## src/include/spfc_pkg.sv

```systemverilog
// Package with constants and types of the self-program flash controller.
package spfc_pkg;

  // ****************************************************************
  // Register map and control bit layout
  // ****************************************************************
  localparam int ADDR_W = 8;
  localparam logic [7:0] CTRL_ADDR = 8'h00;
  localparam logic [7:0] STATUS_ADDR = 8'h04;
  localparam logic [7:0] CTRL_RESET = 8'h00;
  localparam int BIT_ARM = 0;
  localparam int BIT_ERASE = 1;
  localparam int BIT_WRITE = 2;
  localparam int BIT_FUSE = 3;
  localparam int BIT_CLEAR = 4;
  localparam int BIT_SIG = 5;
  localparam int STAT_BUSY = 0;
  localparam int STAT_EE = 1;
  localparam logic [1:0] RESP_OKAY = 2'h0;
  localparam logic [1:0] RESP_SLVERR = 2'h2;

  // Legal patterns of the lower six control bits.
  localparam logic [5:0] PAT_LOAD = 6'h01;
  localparam logic [5:0] PAT_ERASE = 6'h03;
  localparam logic [5:0] PAT_WRITE = 6'h05;
  localparam logic [5:0] PAT_FUSE = 6'h09;
  localparam logic [5:0] PAT_CLEAR = 6'h11;
  localparam logic [5:0] PAT_SIG = 6'h21;

  // ****************************************************************
  // Windows, page geometry and timing
  // ****************************************************************
  localparam logic [2:0] SPM_WINDOW = 3'h4;
  localparam logic [2:0] LPM_WINDOW = 3'h3;
  localparam int PAGE_WORDS = 64;
  localparam int WORD_W = 6;
  localparam int PAGE_W = 9;
  localparam int PROG_W = 20;
  localparam int CLK_PERIOD_NS = 5;
  localparam int PROG_TIME_MIN_NS = 3700000;
  localparam int PROG_TIME_MAX_NS = 4500000;
  localparam int PROG_CYCLES_MIN = (PROG_TIME_MIN_NS + CLK_PERIOD_NS - 1) / CLK_PERIOD_NS;
  localparam int PROG_CYCLES_MAX = PROG_TIME_MAX_NS / CLK_PERIOD_NS;

  // ****************************************************************
  // Pointer values of fuse, lock and signature reads
  // ****************************************************************
  localparam logic [15:0] Z_FUSE_LOW = 16'h0000;
  localparam logic [15:0] Z_LOCK = 16'h0001;
  localparam logic [15:0] Z_FUSE_EXT = 16'h0002;
  localparam logic [15:0] Z_FUSE_HIGH = 16'h0003;
  localparam logic [15:0] Z_SIG0 = 16'h0000;
  localparam logic [15:0] Z_OSC_CAL = 16'h0001;
  localparam logic [15:0] Z_SIG1 = 16'h0002;
  localparam logic [15:0] Z_TS_OFFSET = 16'h0003;
  localparam logic [15:0] Z_SIG2 = 16'h0004;
  localparam logic [15:0] Z_TS_GAIN = 16'h0005;
  localparam logic [7:0] RESERVED_BYTE = 8'hff;
  localparam logic [15:0] ERASED_WORD = 16'hffff;

  // ****************************************************************
  // Types
  // ****************************************************************
  typedef enum logic [1:0] {ST_IDLE, ST_ERASE, ST_WRITE} spfc_state_t;

  typedef struct packed {
    logic spm;
    logic lpm;
    logic [15:0] z_ptr;
    logic [15:0] data_pair;
  } spfc_cpu_req_t;

  typedef struct packed {
    logic erase;
    logic wr_en;
    logic [PAGE_W-1:0] page;
    logic [WORD_W-1:0] word;
    logic [15:0] data;
  } spfc_flash_wr_t;

endpackage : spfc_pkg

```

## src/spfc_ctrl.sv

```systemverilog
// Self-program flash controller: control register, page buffer, timed erase and write, special reads.
`timescale 1ns/1ps
`default_nettype none
// Operation
// - Armed page-write command makes next store within four cycles program page from buffer.
// - Erase and write take the page number from the upper pointer bits only.
// - Page-write bit clears when the write ends or after four idle cycles.
// - Armed page-erase command makes next store within four cycles erase the page.
// - Page-erase bit clears when the erase ends or after four idle cycles.
// - CPU stays stalled for the whole erase or write.
// - Arming a store command opens a four-cycle window; later store instructions do nothing special.
// - Arm alone: next store puts the data pair into the addressed buffer word.
// - Arm of a store command clears after a store or four idle cycles, but holds during erase/write.
// - Only the six listed patterns of the lower control bits take effect.
// - EEPROM write busy blocks all self-programming and fuse/lock reads.
// - Pointer 1 with fuse/lock read armed: load within three cycles returns lock bits.
// - Fuse/lock read and arm clear after read, a store, or three idle cycles.
// - Pointer 0 with fuse/lock read armed returns the low fuse byte.
// - Pointer 3 returns high fuse byte, pointer 2 extended fuse byte.
// - Programmed fuse and lock bits read zero, unprogrammed read one.
// - Signature read armed: load within three cycles returns the addressed row byte.
// - Signature row: ids at 0,2,4; calibration 1; sensor offset 3, gain 5.
// - Signature read and arm clear after the read or three idle cycles.
// - Erase and write last the calibrated programming time, 3.7 ms to 4.5 ms.
// - Clear-buffer command empties the temporary page buffer.
// - Buffer clears after page write and reset; each word loads once per clear.
module spfc_ctrl
  import spfc_pkg::*;
#(
  parameter int PROG_CYCLES = PROG_CYCLES_MIN,
  parameter logic [7:0] SIG_BYTE0 = 8'h11,   // Arbitrary identity value.
  parameter logic [7:0] SIG_BYTE1 = 8'h22,   // Arbitrary identity value.
  parameter logic [7:0] SIG_BYTE2 = 8'h33,   // Arbitrary identity value.
  parameter logic [7:0] OSC_CAL_BYTE = 8'h80,
  parameter logic [7:0] TS_OFFSET_BYTE = 8'h00,
  parameter logic [7:0] TS_GAIN_BYTE = 8'h80
)(
  // Clock and reset
  input wire logic aclk,
  input wire logic aresetn,
  // AXI4-Lite write channels
  input wire logic [ADDR_W-1:0] awaddr,
  input wire logic awvalid,
  output logic awready,
  input wire logic [31:0] wdata,
  input wire logic [3:0] wstrb,
  input wire logic wvalid,
  output logic wready,
  output logic [1:0] bresp,
  output logic bvalid,
  input wire logic bready,
  // AXI4-Lite read channels
  input wire logic [ADDR_W-1:0] araddr,
  input wire logic arvalid,
  output logic arready,
  output logic [31:0] rdata,
  output logic [1:0] rresp,
  output logic rvalid,
  input wire logic rready,
  // CPU core
  input wire spfc_cpu_req_t cpu_req,
  output logic cpu_stall,
  output logic lpm_valid,
  output logic [7:0] lpm_data,
  // EEPROM controller
  input wire logic eeprom_write_busy,
  // Fuse and lock storage, one bit high per programmed cell
  input wire logic [7:0] fuse_prog_low,
  input wire logic [7:0] fuse_prog_high,
  input wire logic [7:0] fuse_prog_ext,
  input wire logic [7:0] lock_prog,
  // Flash array
  output logic [15:0] flash_rd_addr,
  input wire logic [7:0] flash_rd_byte,
  output spfc_flash_wr_t flash_wr
);

  // ****************************************************************
  // AXI4-Lite slave
  // ****************************************************************
  logic aw_full_q, w_full_q, awready_q, wready_q, bvalid_q, arready_q, rvalid_q;
  logic [ADDR_W-1:0] aw_addr_q;
  logic [31:0] w_data_q, rdata_q;
  logic [3:0] w_strb_q;
  logic [1:0] bresp_q, rresp_q;
  logic [5:0] ctl_q;

  // Handshake decode; a write commits once address and data are both held.
  wire aw_take = awvalid & awready_q;
  wire w_take = wvalid & wready_q;
  wire commit = aw_full_q & w_full_q & ~bvalid_q;
  wire aw_full_d = commit ? 1'b0 : (aw_full_q | aw_take);
  wire w_full_d = commit ? 1'b0 : (w_full_q | w_take);
  wire ar_take = arvalid & arready_q;
  wire rvalid_d = ar_take | (rvalid_q & ~rready);
  wire wr_ctrl = aw_addr_q[ADDR_W-1:2] == CTRL_ADDR[ADDR_W-1:2];
  wire wr_stat = aw_addr_q[ADDR_W-1:2] == STATUS_ADDR[ADDR_W-1:2];
  wire rd_ctrl = araddr[ADDR_W-1:2] == CTRL_ADDR[ADDR_W-1:2];
  wire rd_stat = araddr[ADDR_W-1:2] == STATUS_ADDR[ADDR_W-1:2];
  wire [31:0] rd_word = rd_ctrl ? {24'h000000, 2'h0, ctl_q} :
                        rd_stat ? {30'h0, eeprom_write_busy, cpu_stall} : 32'h00000000;

  // Channel state; ready flags are registered inverses of the next holding state.
  always_ff @(posedge aclk)
  begin
    if (!aresetn)
    begin
      aw_full_q <= 1'b0;
      w_full_q <= 1'b0;
      awready_q <= 1'b0;
      wready_q <= 1'b0;
      bvalid_q <= 1'b0;
      bresp_q <= RESP_OKAY;
      arready_q <= 1'b0;
      rvalid_q <= 1'b0;
      rresp_q <= RESP_OKAY;
      rdata_q <= 32'h00000000;
      aw_addr_q <= '0;
      w_data_q <= 32'h00000000;
      w_strb_q <= 4'h0;
    end
    else
    begin
      aw_full_q <= aw_full_d;
      w_full_q <= w_full_d;
      awready_q <= ~aw_full_d;
      wready_q <= ~w_full_d;
      if (aw_take)
        aw_addr_q <= awaddr;
      if (w_take)
      begin
        w_data_q <= wdata;
        w_strb_q <= wstrb;
      end
      if (commit)
      begin
        bvalid_q <= 1'b1;
        bresp_q <= (wr_ctrl | wr_stat) ? RESP_OKAY : RESP_SLVERR;
      end
      else if (bready)
        bvalid_q <= 1'b0;
      rvalid_q <= rvalid_d;
      arready_q <= ~rvalid_d;
      if (ar_take)
      begin
        rdata_q <= rd_word;
        rresp_q <= (rd_ctrl | rd_stat) ? RESP_OKAY : RESP_SLVERR;
      end
    end
  end

  // ****************************************************************
  // Control register, arming window and operation sequencer
  // ****************************************************************
  spfc_state_t state_q, state_d;
  logic [2:0] win_q;
  logic [PROG_W-1:0] prog_cnt_q;
  logic stall_q;
  logic [PAGE_W-1:0] page_q;
  logic [5:0] ctl_d;

  // Pattern check and command decode.
  wire [5:0] pat = w_data_q[5:0];
  wire pat_ok = (pat == PAT_LOAD) | (pat == PAT_ERASE) | (pat == PAT_WRITE) |
                (pat == PAT_FUSE) | (pat == PAT_CLEAR) | (pat == PAT_SIG);
  wire ctl_wr = commit & wr_ctrl & w_strb_q[0] & pat_ok & ~eeprom_write_busy &
                ~ctl_q[BIT_ARM];
  wire read_cmd = ctl_q[BIT_FUSE] | ctl_q[BIT_SIG];
  wire [2:0] limit = read_cmd ? LPM_WINDOW : SPM_WINDOW;
  wire idle = state_q == ST_IDLE;
  wire win_open = ctl_q[BIT_ARM] & idle & (win_q < limit);
  wire spm_take = cpu_req.spm & win_open & ~eeprom_write_busy;
  wire lpm_fuse = cpu_req.lpm & win_open & ctl_q[BIT_FUSE] & ~eeprom_write_busy;
  wire lpm_sig = cpu_req.lpm & win_open & ctl_q[BIT_SIG];
  wire expire = ctl_q[BIT_ARM] & idle & (win_q == limit - 3'h1) & ~spm_take;
  wire op_done = ~idle & (prog_cnt_q == PROG_W'(PROG_CYCLES - 1));
  wire start_erase = spm_take & ctl_q[BIT_ERASE];
  wire start_write = spm_take & ctl_q[BIT_WRITE];
  wire load_word = spm_take & (ctl_q == PAT_LOAD);

  // Next control value: end of operation first, then software, then the CPU.
  always_comb
  begin
    ctl_d = ctl_q;
    state_d = state_q;
    if (op_done)
    begin
      ctl_d = 6'h00;
      state_d = ST_IDLE;
    end
    else if (ctl_wr)
      ctl_d = pat;
    else if (start_erase)
      state_d = ST_ERASE;
    else if (start_write)
      state_d = ST_WRITE;
    else if (spm_take | lpm_fuse | lpm_sig | expire)
      ctl_d = 6'h00;
  end

  // Sequencer registers; arm stays set while busy, stall follows the state.
  always_ff @(posedge aclk)
  begin
    if (!aresetn)
    begin
      ctl_q <= CTRL_RESET[5:0];
      state_q <= ST_IDLE;
      win_q <= 3'h0;
      prog_cnt_q <= '0;
      stall_q <= 1'b0;
      page_q <= '0;
    end
    else
    begin
      ctl_q <= ctl_d;
      state_q <= state_d;
      win_q <= ctl_wr ? 3'h0 : (win_q + {2'h0, ctl_q[BIT_ARM] & idle});
      prog_cnt_q <= idle ? '0 : (prog_cnt_q + PROG_W'(1));
      stall_q <= state_d != ST_IDLE;
      if (start_erase | start_write)
        page_q <= cpu_req.z_ptr[15:WORD_W+1];
    end
  end

  // ****************************************************************
  // Temporary page buffer
  // ****************************************************************
  wire [WORD_W-1:0] ld_idx = cpu_req.z_ptr[WORD_W:1];
  wire buf_clear = (ctl_wr & (pat == PAT_CLEAR)) | (op_done & (state_q == ST_WRITE)) |
                   eeprom_write_busy;
  wire [15:0] buf_word [PAGE_WORDS];

  // One valid flag and one data word per entry; a loaded word is not overwritten by a later load until a clear.
  for (genvar i = 0; i < PAGE_WORDS; i++)
  begin : g_buf
    logic vld_q;
    logic [15:0] data_q;
    wire hit = load_word & (ld_idx == WORD_W'(i)) & ~vld_q;
    always_ff @(posedge aclk)
    begin
      if (!aresetn)
      begin
        vld_q <= 1'b0;
        data_q <= ERASED_WORD;
      end
      else if (buf_clear)
      begin
        vld_q <= 1'b0;
        data_q <= ERASED_WORD;
      end
      else if (hit)
      begin
        vld_q <= 1'b1;
        data_q <= cpu_req.data_pair;
      end
    end
    assign buf_word[i] = data_q;
  end

  // ****************************************************************
  // Flash write port
  // ****************************************************************
  wire [WORD_W-1:0] wr_idx = prog_cnt_q[WORD_W-1:0];
  wire stream = (state_q == ST_WRITE) & (prog_cnt_q < PROG_W'(PAGE_WORDS));
  spfc_flash_wr_t flash_wr_q;

  // Erase holds a level for the whole erase; write streams the buffer, pair data unused.
  always_ff @(posedge aclk)
  begin
    if (!aresetn)
      flash_wr_q <= '0;
    else
    begin
      flash_wr_q.erase <= (state_q == ST_ERASE) & ~op_done;
      flash_wr_q.wr_en <= stream;
      flash_wr_q.page <= page_q;
      flash_wr_q.word <= wr_idx;
      flash_wr_q.data <= buf_word[wr_idx];
    end
  end

  // ****************************************************************
  // Load-program read path
  // ****************************************************************
  wire [15:0] z = cpu_req.z_ptr;
  wire [7:0] fuse_byte = (z == Z_FUSE_LOW) ? ~fuse_prog_low :
                         (z == Z_LOCK) ? ~lock_prog :
                         (z == Z_FUSE_EXT) ? ~fuse_prog_ext :
                         (z == Z_FUSE_HIGH) ? ~fuse_prog_high : RESERVED_BYTE;
  wire [7:0] sig_byte = (z == Z_SIG0) ? SIG_BYTE0 : (z == Z_SIG1) ? SIG_BYTE1 :
                        (z == Z_SIG2) ? SIG_BYTE2 : (z == Z_OSC_CAL) ? OSC_CAL_BYTE :
                        (z == Z_TS_OFFSET) ? TS_OFFSET_BYTE :
                        (z == Z_TS_GAIN) ? TS_GAIN_BYTE : RESERVED_BYTE;
  logic rd_pend_q, rd_special_q, lpm_valid_q;
  logic [7:0] rd_byte_q, lpm_data_q;
  logic [15:0] rd_addr_q;

  // Two stages: capture address and special byte, then pick flash or special byte.
  always_ff @(posedge aclk)
  begin
    if (!aresetn)
    begin
      rd_pend_q <= 1'b0;
      rd_special_q <= 1'b0;
      rd_byte_q <= 8'h00;
      rd_addr_q <= 16'h0000;
      lpm_valid_q <= 1'b0;
      lpm_data_q <= 8'h00;
    end
    else
    begin
      rd_pend_q <= cpu_req.lpm;
      rd_special_q <= lpm_fuse | lpm_sig;
      rd_byte_q <= lpm_sig ? sig_byte : fuse_byte;
      if (cpu_req.lpm)
        rd_addr_q <= z;
      lpm_valid_q <= rd_pend_q;
      if (rd_pend_q)
        lpm_data_q <= rd_special_q ? rd_byte_q : flash_rd_byte;
    end
  end

  // Outputs straight from registers.
  assign awready = awready_q;
  assign wready = wready_q;
  assign bvalid = bvalid_q;
  assign bresp = bresp_q;
  assign arready = arready_q;
  assign rvalid = rvalid_q;
  assign rdata = rdata_q;
  assign rresp = rresp_q;
  assign cpu_stall = stall_q;
  assign lpm_valid = lpm_valid_q;
  assign lpm_data = lpm_data_q;
  assign flash_rd_addr = rd_addr_q;
  assign flash_wr = flash_wr_q;

  // Helper counter of the stall length.
  logic [PROG_W-1:0] stall_len_q;
  always_ff @(posedge aclk)
  begin
    if (!aresetn)
      stall_len_q <= '0;
    else
      stall_len_q <= stall_q ? (stall_len_q + PROG_W'(1)) : '0;
  end
endmodule : spfc_ctrl
`default_nettype wire

```

## config.mk

```make
export PLATFORM = sky130hd
export DESIGN_NAME = spfc_ctrl
export DESIGN_NICKNAME = d
export VERILOG_FILES = /design/src/include/spfc_pkg.sv /design/src/spfc_ctrl.sv
export SDC_FILE = /design/constraint.sdc
export NUM_CORES = 2
export LEC_CHECK = 0
export BUFFER_PORTS_ARGS = -buffer_cell sky130_fd_sc_hd__buf_2
export CAP_MARGIN = 20
export CORE_MARGIN = 2
export CORE_UTILIZATION = 56
export CTS_CLUSTER_DIAMETER = 40
export DETAILED_ROUTE_END_ITERATION = 6
export PLACE_DENSITY = 0.8
export SYNTH_ARGS = -nofsm -noshare
export SYNTH_HDL_FRONTEND = slang
export SYNTH_SLANG_ARGS = --single-unit
```

## constraint.sdc

```tcl
create_clock -name aclk -period 2.7 [get_ports aclk]
set_input_delay 0.675 -clock aclk [delete_from_list [all_inputs] [get_ports aclk]]
set_output_delay 0.675 -clock aclk [all_outputs]
set_load 0.1 [all_outputs]
```

# Word level (Yosys, flattened, before mapping)
# Cells that the tools add are included.
# W data, S select, Z words.
[op_classes] add_sub_neg=3 order_cmp=3 eq_ne=83 n_mux=32 bitwise=255 n_reduce_logical=13
[op_table] op="$eq A6 B6 Y1 const B" n=33
[op_table] op="$and A1 B1 Y1" n=157
[op_table] op="$eq A6 B5 Y1 const B" n=17
[op_table] op="$bmux W16 S6" n=1
[op_table] op="$mux W8" n=11
[op_table] op="$not A1 Y1" n=75
[op_table] op="$eq A6 B4 Y1 const B" n=9
[op_table] op="$eq A16 B2 Y1 const B" n=2
[op_table] op="$eq A16 B3 Y1 const B" n=2
[op_table] op="$mux W16" n=2
[op_table] op="$not A8 Y8" n=4
[op_table] op="$eq A6 B1 Y1 const B" n=5
[op_table] op="$eq A6 B3 Y1 const B" n=5
[op_table] op="$mux W6" n=5
[op_table] op="$add A20 B1 Y20 const B" n=1
[op_table] op="$eq A20 B20 Y1 const B" n=1
[op_table] op="$lt A20 B7 Y1 const B" n=1
[op_table] op="$eq A6 B2 Y1 const B" n=3
[op_table] op="$logic_not A6 Y1" n=3
[op_table] op="$or A1 B1 Y1" n=18
[op_table] op="$eq A16 B1 Y1 const B" n=1
[op_table] op="$logic_not A16 Y1" n=1
[op_table] op="$mux W2" n=7
[op_table] op="$reduce_or A2 Y1" n=4
[op_table] op="other kinds (15)" n=21
[word_totals] ff_bits=1255 inputBits=134 out_inout_bits=100 word_cells=547

# Logic depth before layout (Yosys ltp)
[depth] depth_word=14 depth_mapped=11 depth_no_buf=7

# Worst setup path before layout
# Ideal clock, no wire load.
[synth_path] path_kind="register -> register" from="reg bvalid_q, in the netlist bvalid" to="reg g_buf[55].data_q[10]" setup_time_ps=129 arrival_time_ps=2559 setup_slack_ps=11 stages_incl_launch_ff=10 path_buffers=4 period_less_slack_ps=2689 cell_sequence="dfxtp_1 -> nor2_1 -> nand3_1 -> nor4_1 -> nor4_1 -> clkbuf_1 -> buf_2 -> buf_2 -> clkbuf_1 -> nand2_1"
[synth_via] elab_chain_cells=11
[synth_lines] item="from (decl)" line_no="spfc_ctrl.sv:81" text="logic aw_full_q, w_full_q, awready_q, wready_q, bvalid_q, arready_q, rvalid_q;"
[synth_lines] item="from (signal assigned)" line_no="spfc_ctrl.sv:112" text="bvalid_q <= 1'b0;"
[synth_lines] item="from (signal assigned)" line_no="spfc_ctrl.sv:137" text="bvalid_q <= 1'b1;"
[synth_lines] item="from (signal assigned)" line_no="spfc_ctrl.sv:141" text="bvalid_q <= 1'b0;"
[synth_lines] item="$not A1 Y1" line_no="spfc_ctrl.sv:91" text="wire commit = aw_full_q & w_full_q & ~bvalid_q;"
[synth_lines] item="$and A1 B1 Y1" line_no="spfc_ctrl.sv:91"
[synth_lines] item="$and A1 B1 Y1 (5 in series)" line_no="spfc_ctrl.sv:166" text="wire ctl_wr = commit & wr_ctrl & w_strb_q[0] & pat_ok & ~eeprom_write_busy &"
[synth_lines] item="$and A1 B1 Y1" line_no="spfc_ctrl.sv:229" text="wire buf_clear = (ctl_wr & (pat == PAT_CLEAR)) | (op_done & (state_q == ST_WRITE)) |"
[synth_lines] item="$or A1 B1 Y1 (2 in series)" line_no="spfc_ctrl.sv:229"
[synth_lines] item="$reduce_or A2 Y1 (no line)"
[synth_lines] item="to (signal assigned)" line_no="spfc_ctrl.sv:254" text="data_q <= cpu_req.data_pair;"
[synth_lines] item="to (decl)" line_no="spfc_ctrl.sv:237" text="logic [15:0] data_q;"
# Every way passes these cells.
# A chain may end at the register's enable or synchronous reset.

# Final worst setup path
[layout_path] from="reg prog_cnt_q[0]" to="reg flash_wr_q, in the netlist flash_wr[12]"
[layout_via] elab_chain_cells=4
[layout_lines] item="from (decl)" line_no="spfc_ctrl.sv:157" text="logic [PROG_W-1:0] prog_cnt_q;"
[layout_lines] item="from (signal assigned)" line_no="spfc_ctrl.sv:218" text="prog_cnt_q <= idle ? '0 : (prog_cnt_q + PROG_W'(1));"
[layout_lines] item="$not A6 Y7 (not written as such)" line_no="spfc_ctrl.sv:278" text="flash_wr_q.data <= buf_word[wr_idx];"
[layout_lines] item="$bmux W16 S6" line_no="spfc_ctrl.sv:278"
[layout_lines] item="$mux W16 (not written as such) (2 in series)" line_no="spfc_ctrl.sv:278"
[layout_lines] item="to (decl)" line_no="spfc_ctrl.sv:265" text="spfc_flash_wr_t flash_wr_q;"
# Every way passes these cells. The select of a mux whose other input is x is not followed.

==> results.yml <==
global_route:
  grt_pass1_wl_um: 237200
  grt_usage: 0.3181
  grt_pass1_vias: 42020
  grt_max_degree: 151
  grt_overflow: 0
  antenna_found_initial: 13
worst_setup_path:
  rr_worst_depth: 7
  cp_max_fo: 13
  r2r_setup_slack_ns: -0.03
  path_cells: "buf_12 > buf_4 > mux4_2 > o221ai_1 > a21oi_1 > a22oi_1 > o21ai_1"
  cp.arrival_ns: 3.30
  worstSetupStartpoint: "prog_cnt_q[0]"
  r2r-end: "flash_wr[12]"
  r2r_start: "prog_cnt_q[0]"
  cp-start-kind: "register"
  end_kind: "register"
  cp_slowest_cell: "mux4_2"
  cp.required_ns: 3.28
  worst-setup-path-type: "register to register"
  critPathCapture: "flash_wr[12]"
  max_stage_delay_ns: 0.59
power_and_ir_drop:
  power_density_mw_per_mm2: 654.7
  combPwrFrac: 0.043
  internal-power_mw: 30.69
  power_frac_clock: 0.506
  p_sw_mw: 9.519
  ir_drop_mv: 0.6640
  power_leakage_nw: 23.67
  netSwitchingFraction: 0.2367
  p_seq_frac: 0.452
cells_and_area:
  diodes: 0
  postLayoutCoreUtil: 0.6601
  fin_nets: 5813
  drive_gt1_frac: 0.1945
  syn_to_final_growth_pct: 17.29
  stdcell_area_mm2: 0.06142
yosys:
  synth_most_common_cell: "nand2_1"
  synth_area_per_cell_um2: 9.432
  synthTopCellsByCount: "1706 x nand2_1, 1225 x dfxtp_1, 665 x nand3_1, 468 x mux2i_1, 284 x mux4_2"
  synth.top_cells.by_area: "dfxtp_1 47%, nand2_1 12%, mux4_2 12%, mux2i_1 8.9%, nand3_1 6.4%"
  netlist.area_leader.share: 0.4683
  netlist_instances: 5552
  ys_seq_area_frac: 0.4683
  synth_area_mm2: 0.05237
  synth-edff-count: 0
  yosysUniqueCellTypes: 61
  ys_ff_latch: 1225
  async_flop_share: 0
  yosys_warnings: 0
  synthFlopType: "dfxtp_1"
  synth_top_area_cell: "dfxtp_1"
drt:
  via_per_inst: 6.103
  routed_wire_length_per_instance_um: 21.93
  first_pass_iters: 7
  ant_nets: 0
  routed_wl_um: 154400
  vias: 42980
  dr.first_iter.drc_count: 4984
  drc: 8
floorplanning:
  io_pins: 234
  start_util: 0.5628
  core_mm2: 0.09305
  dieArea_mm2: 0.09597
  die_h_um: 309.8
  die_w_um: 309.8
  rows: 112
clock_network:
  cts_tree: "done"
  root_buffer: "clkbuf_16"
  clock_path_buffers: 3
  cts_buffers: 145
  clkTransAtPathRegs_ns: 0.06
  clk_latency_ns: 0.78
  cts_max_level: 4
  clkSinkCount: 1225
  cts_hold_buf: 0
placement:
  hpwlAfterDp_um: 95450
  place_ws_ns: -0.2328
  gp_congestion: 0.9155
  postPlaceCellArea_mm2: 0.05625
  io_buffers: 172
timing:
  rsz0062_at_grt: "yes"
  clock.fmax_mhz: 366.7
  finalWorstSetupSlack_ns: -0.02710
  layout_min_cycle_time_ns: 2.727
  slew_violations: 0
  min_period_over_period: 1.010
  worst_pin_slew_ns: 0.9309
  finalHoldViolCount: 0
  max-slew-margin-rel: 0.3771
  setup_viol: 3
  skew_ns: 0.03574
run_status:
  violations: "design-rule violations, negative setup slack"
  outcome: "finished, violations left"
worst_hold_path:
  hold_path_class: "input pin to register"
run:
  max-cap-violations: 0
## placed cells by master, fill, tap and decap left out, drive strengths merged, types with 38 or more instances in the layout
| master | netlist | layout |
|---|---|---|
| dfxtp | 1225 | 1225 |
| a21oi | 68 | 68 |
| buf | 278 | 491 |
| o21ai | 38 | 38 |
| nor3 | 79 | 79 |
| nand2 | 1706 | 1706 |
| or3 | 42 | 42 |
| nand3 | 666 | 666 |
| mux2i | 468 | 468 |
| nor2 | 145 | 145 |
| clkbuf | 263 | 179 |
| o21a | 65 | 65 |
| mux4 | 284 | 284 |
## flip-flops by register name (all words and copies together), names as in the netlist, 8 cells and up
| register | count |
|---|---|
| g_buf.data_q | 1024 |
| prog_cnt_q | 20 |
| g_buf.vld_q | 64 |
| lpm_data | 8 |
| page_q | 9 |
| rd_byte_q | 8 |
| flash_rd_addr | 16 |
| flash_wr | 33 |
## logic make-up (layout without fill, tap and decap cells)
logic type | after synthesis | after routing | synth area share
flops | 1225 | 1225 | 0.4683
buf+inv | 553 | 762 | 0.04977
other cells | 1 | 28 | 0.00007161
mux | 768 | 768 | 0.2150
simple gates | 2736 | 2736 | 0.2324
compound gates | 250 | 250 | 0.03101
fa+ha+maj | 3 | 3 | 0.0007169
xor+xnor | 16 | 16 | 0.002676
## power groups by stage
stage / Sequential (mW) / Combinational, mW / Clock [mW]
after detailed placement: 18.6 / 1.66 / 0
after floorplan: 18.9 / 0.859 / 0
after global placement: 18.6 / 1.64 / 0
after CTS: 18.2 / 1.67 / 20.4
after global routing: 18.2 / 1.77 / 21.3
final: 18.2 / 1.71 / 20.3
## final cells by class
| cell class | count | area, um2 |
|---|---|---|
| clock inverters | 80 | 1030 |
| multi-input cells | 3801 | 25420 |
| flip-flops and latches | 1225 | 24540 |
| inverters | 12 | 45.04 |
| well taps | 1254 | 1569 |
| repair buffers | 491 | 4810 |
| fillers | 6704 | 31630 |
| clock buffers | 179 | 4003 |
## what timing repair did
item                                    4_1_cts  5_1_grt
resized for setup                            15        8
pin swaps                                     0        2
buffers inserted                              1        9
endpoints found under the setup margin      115      146
## critical path: cells and delay by family, from the launching register on
| family | cells | cell delay, ns |
|---|---|---|
| multiplexers | 1 | 0.59 |
| buffers and inverters | 2 | 0.49 |
| flip-flops | 1 | 0.46 |
| AO/OA/AOI/OAI | 4 | 1.00 |
## metrics by stage
| step | TNS [ns] | hold WS [ns] | total power, mW | std cells |
|---|---|---|---|---|
| 6_report | -0.04351 | 0.1789 | 40.21 | 7042 |
| 2_1_floorplan | 0 | 0.4295 | 19.72 | 5579 |
| 3_5_place_dp | -128.69 | 0.4455 | 20.22 | 6773 |
| 3_3_place_gp | -112.23 | 0.4372 | 20.21 | 6773 |
| 5_1_grt | -0.1763 | 0.1731 | 41.19 | 7042 |
| 4_1_cts | 0 | 0.1418 | 40.28 | 7033 |
## worst min-delay path by stage
stage | from | end | cells past startpoint
after floorplan | page_q[0] | flash_wr[22] | 1
after global placement | page_q[0] | flash_wr[22] | 1
after detailed placement | page_q[2] | flash_wr[24] | 1
after CTS | awaddr[7] | aw_addr_q[7] | 3
after global routing | awaddr[2] | aw_addr_q[2] | 3
final | awaddr[7] | aw_addr_q[7] | 3
## routing by layer
metal | global-route usage | routed length, um | part of all wire | vias up
li1 | - | - | - | 19200
met1 | 0.3994 | 57480 | 0.37 | 20640
met2 | 0.5104 | 71090 | 0.46 | 2591
met3 | 0.07200 | 17200 | 0.11 | 542
met4 | 0.1736 | 8591 | 0.056 | 10
met5 | 0 | 87 | 0.00056 | -
(Power assumes the default switching activity.)
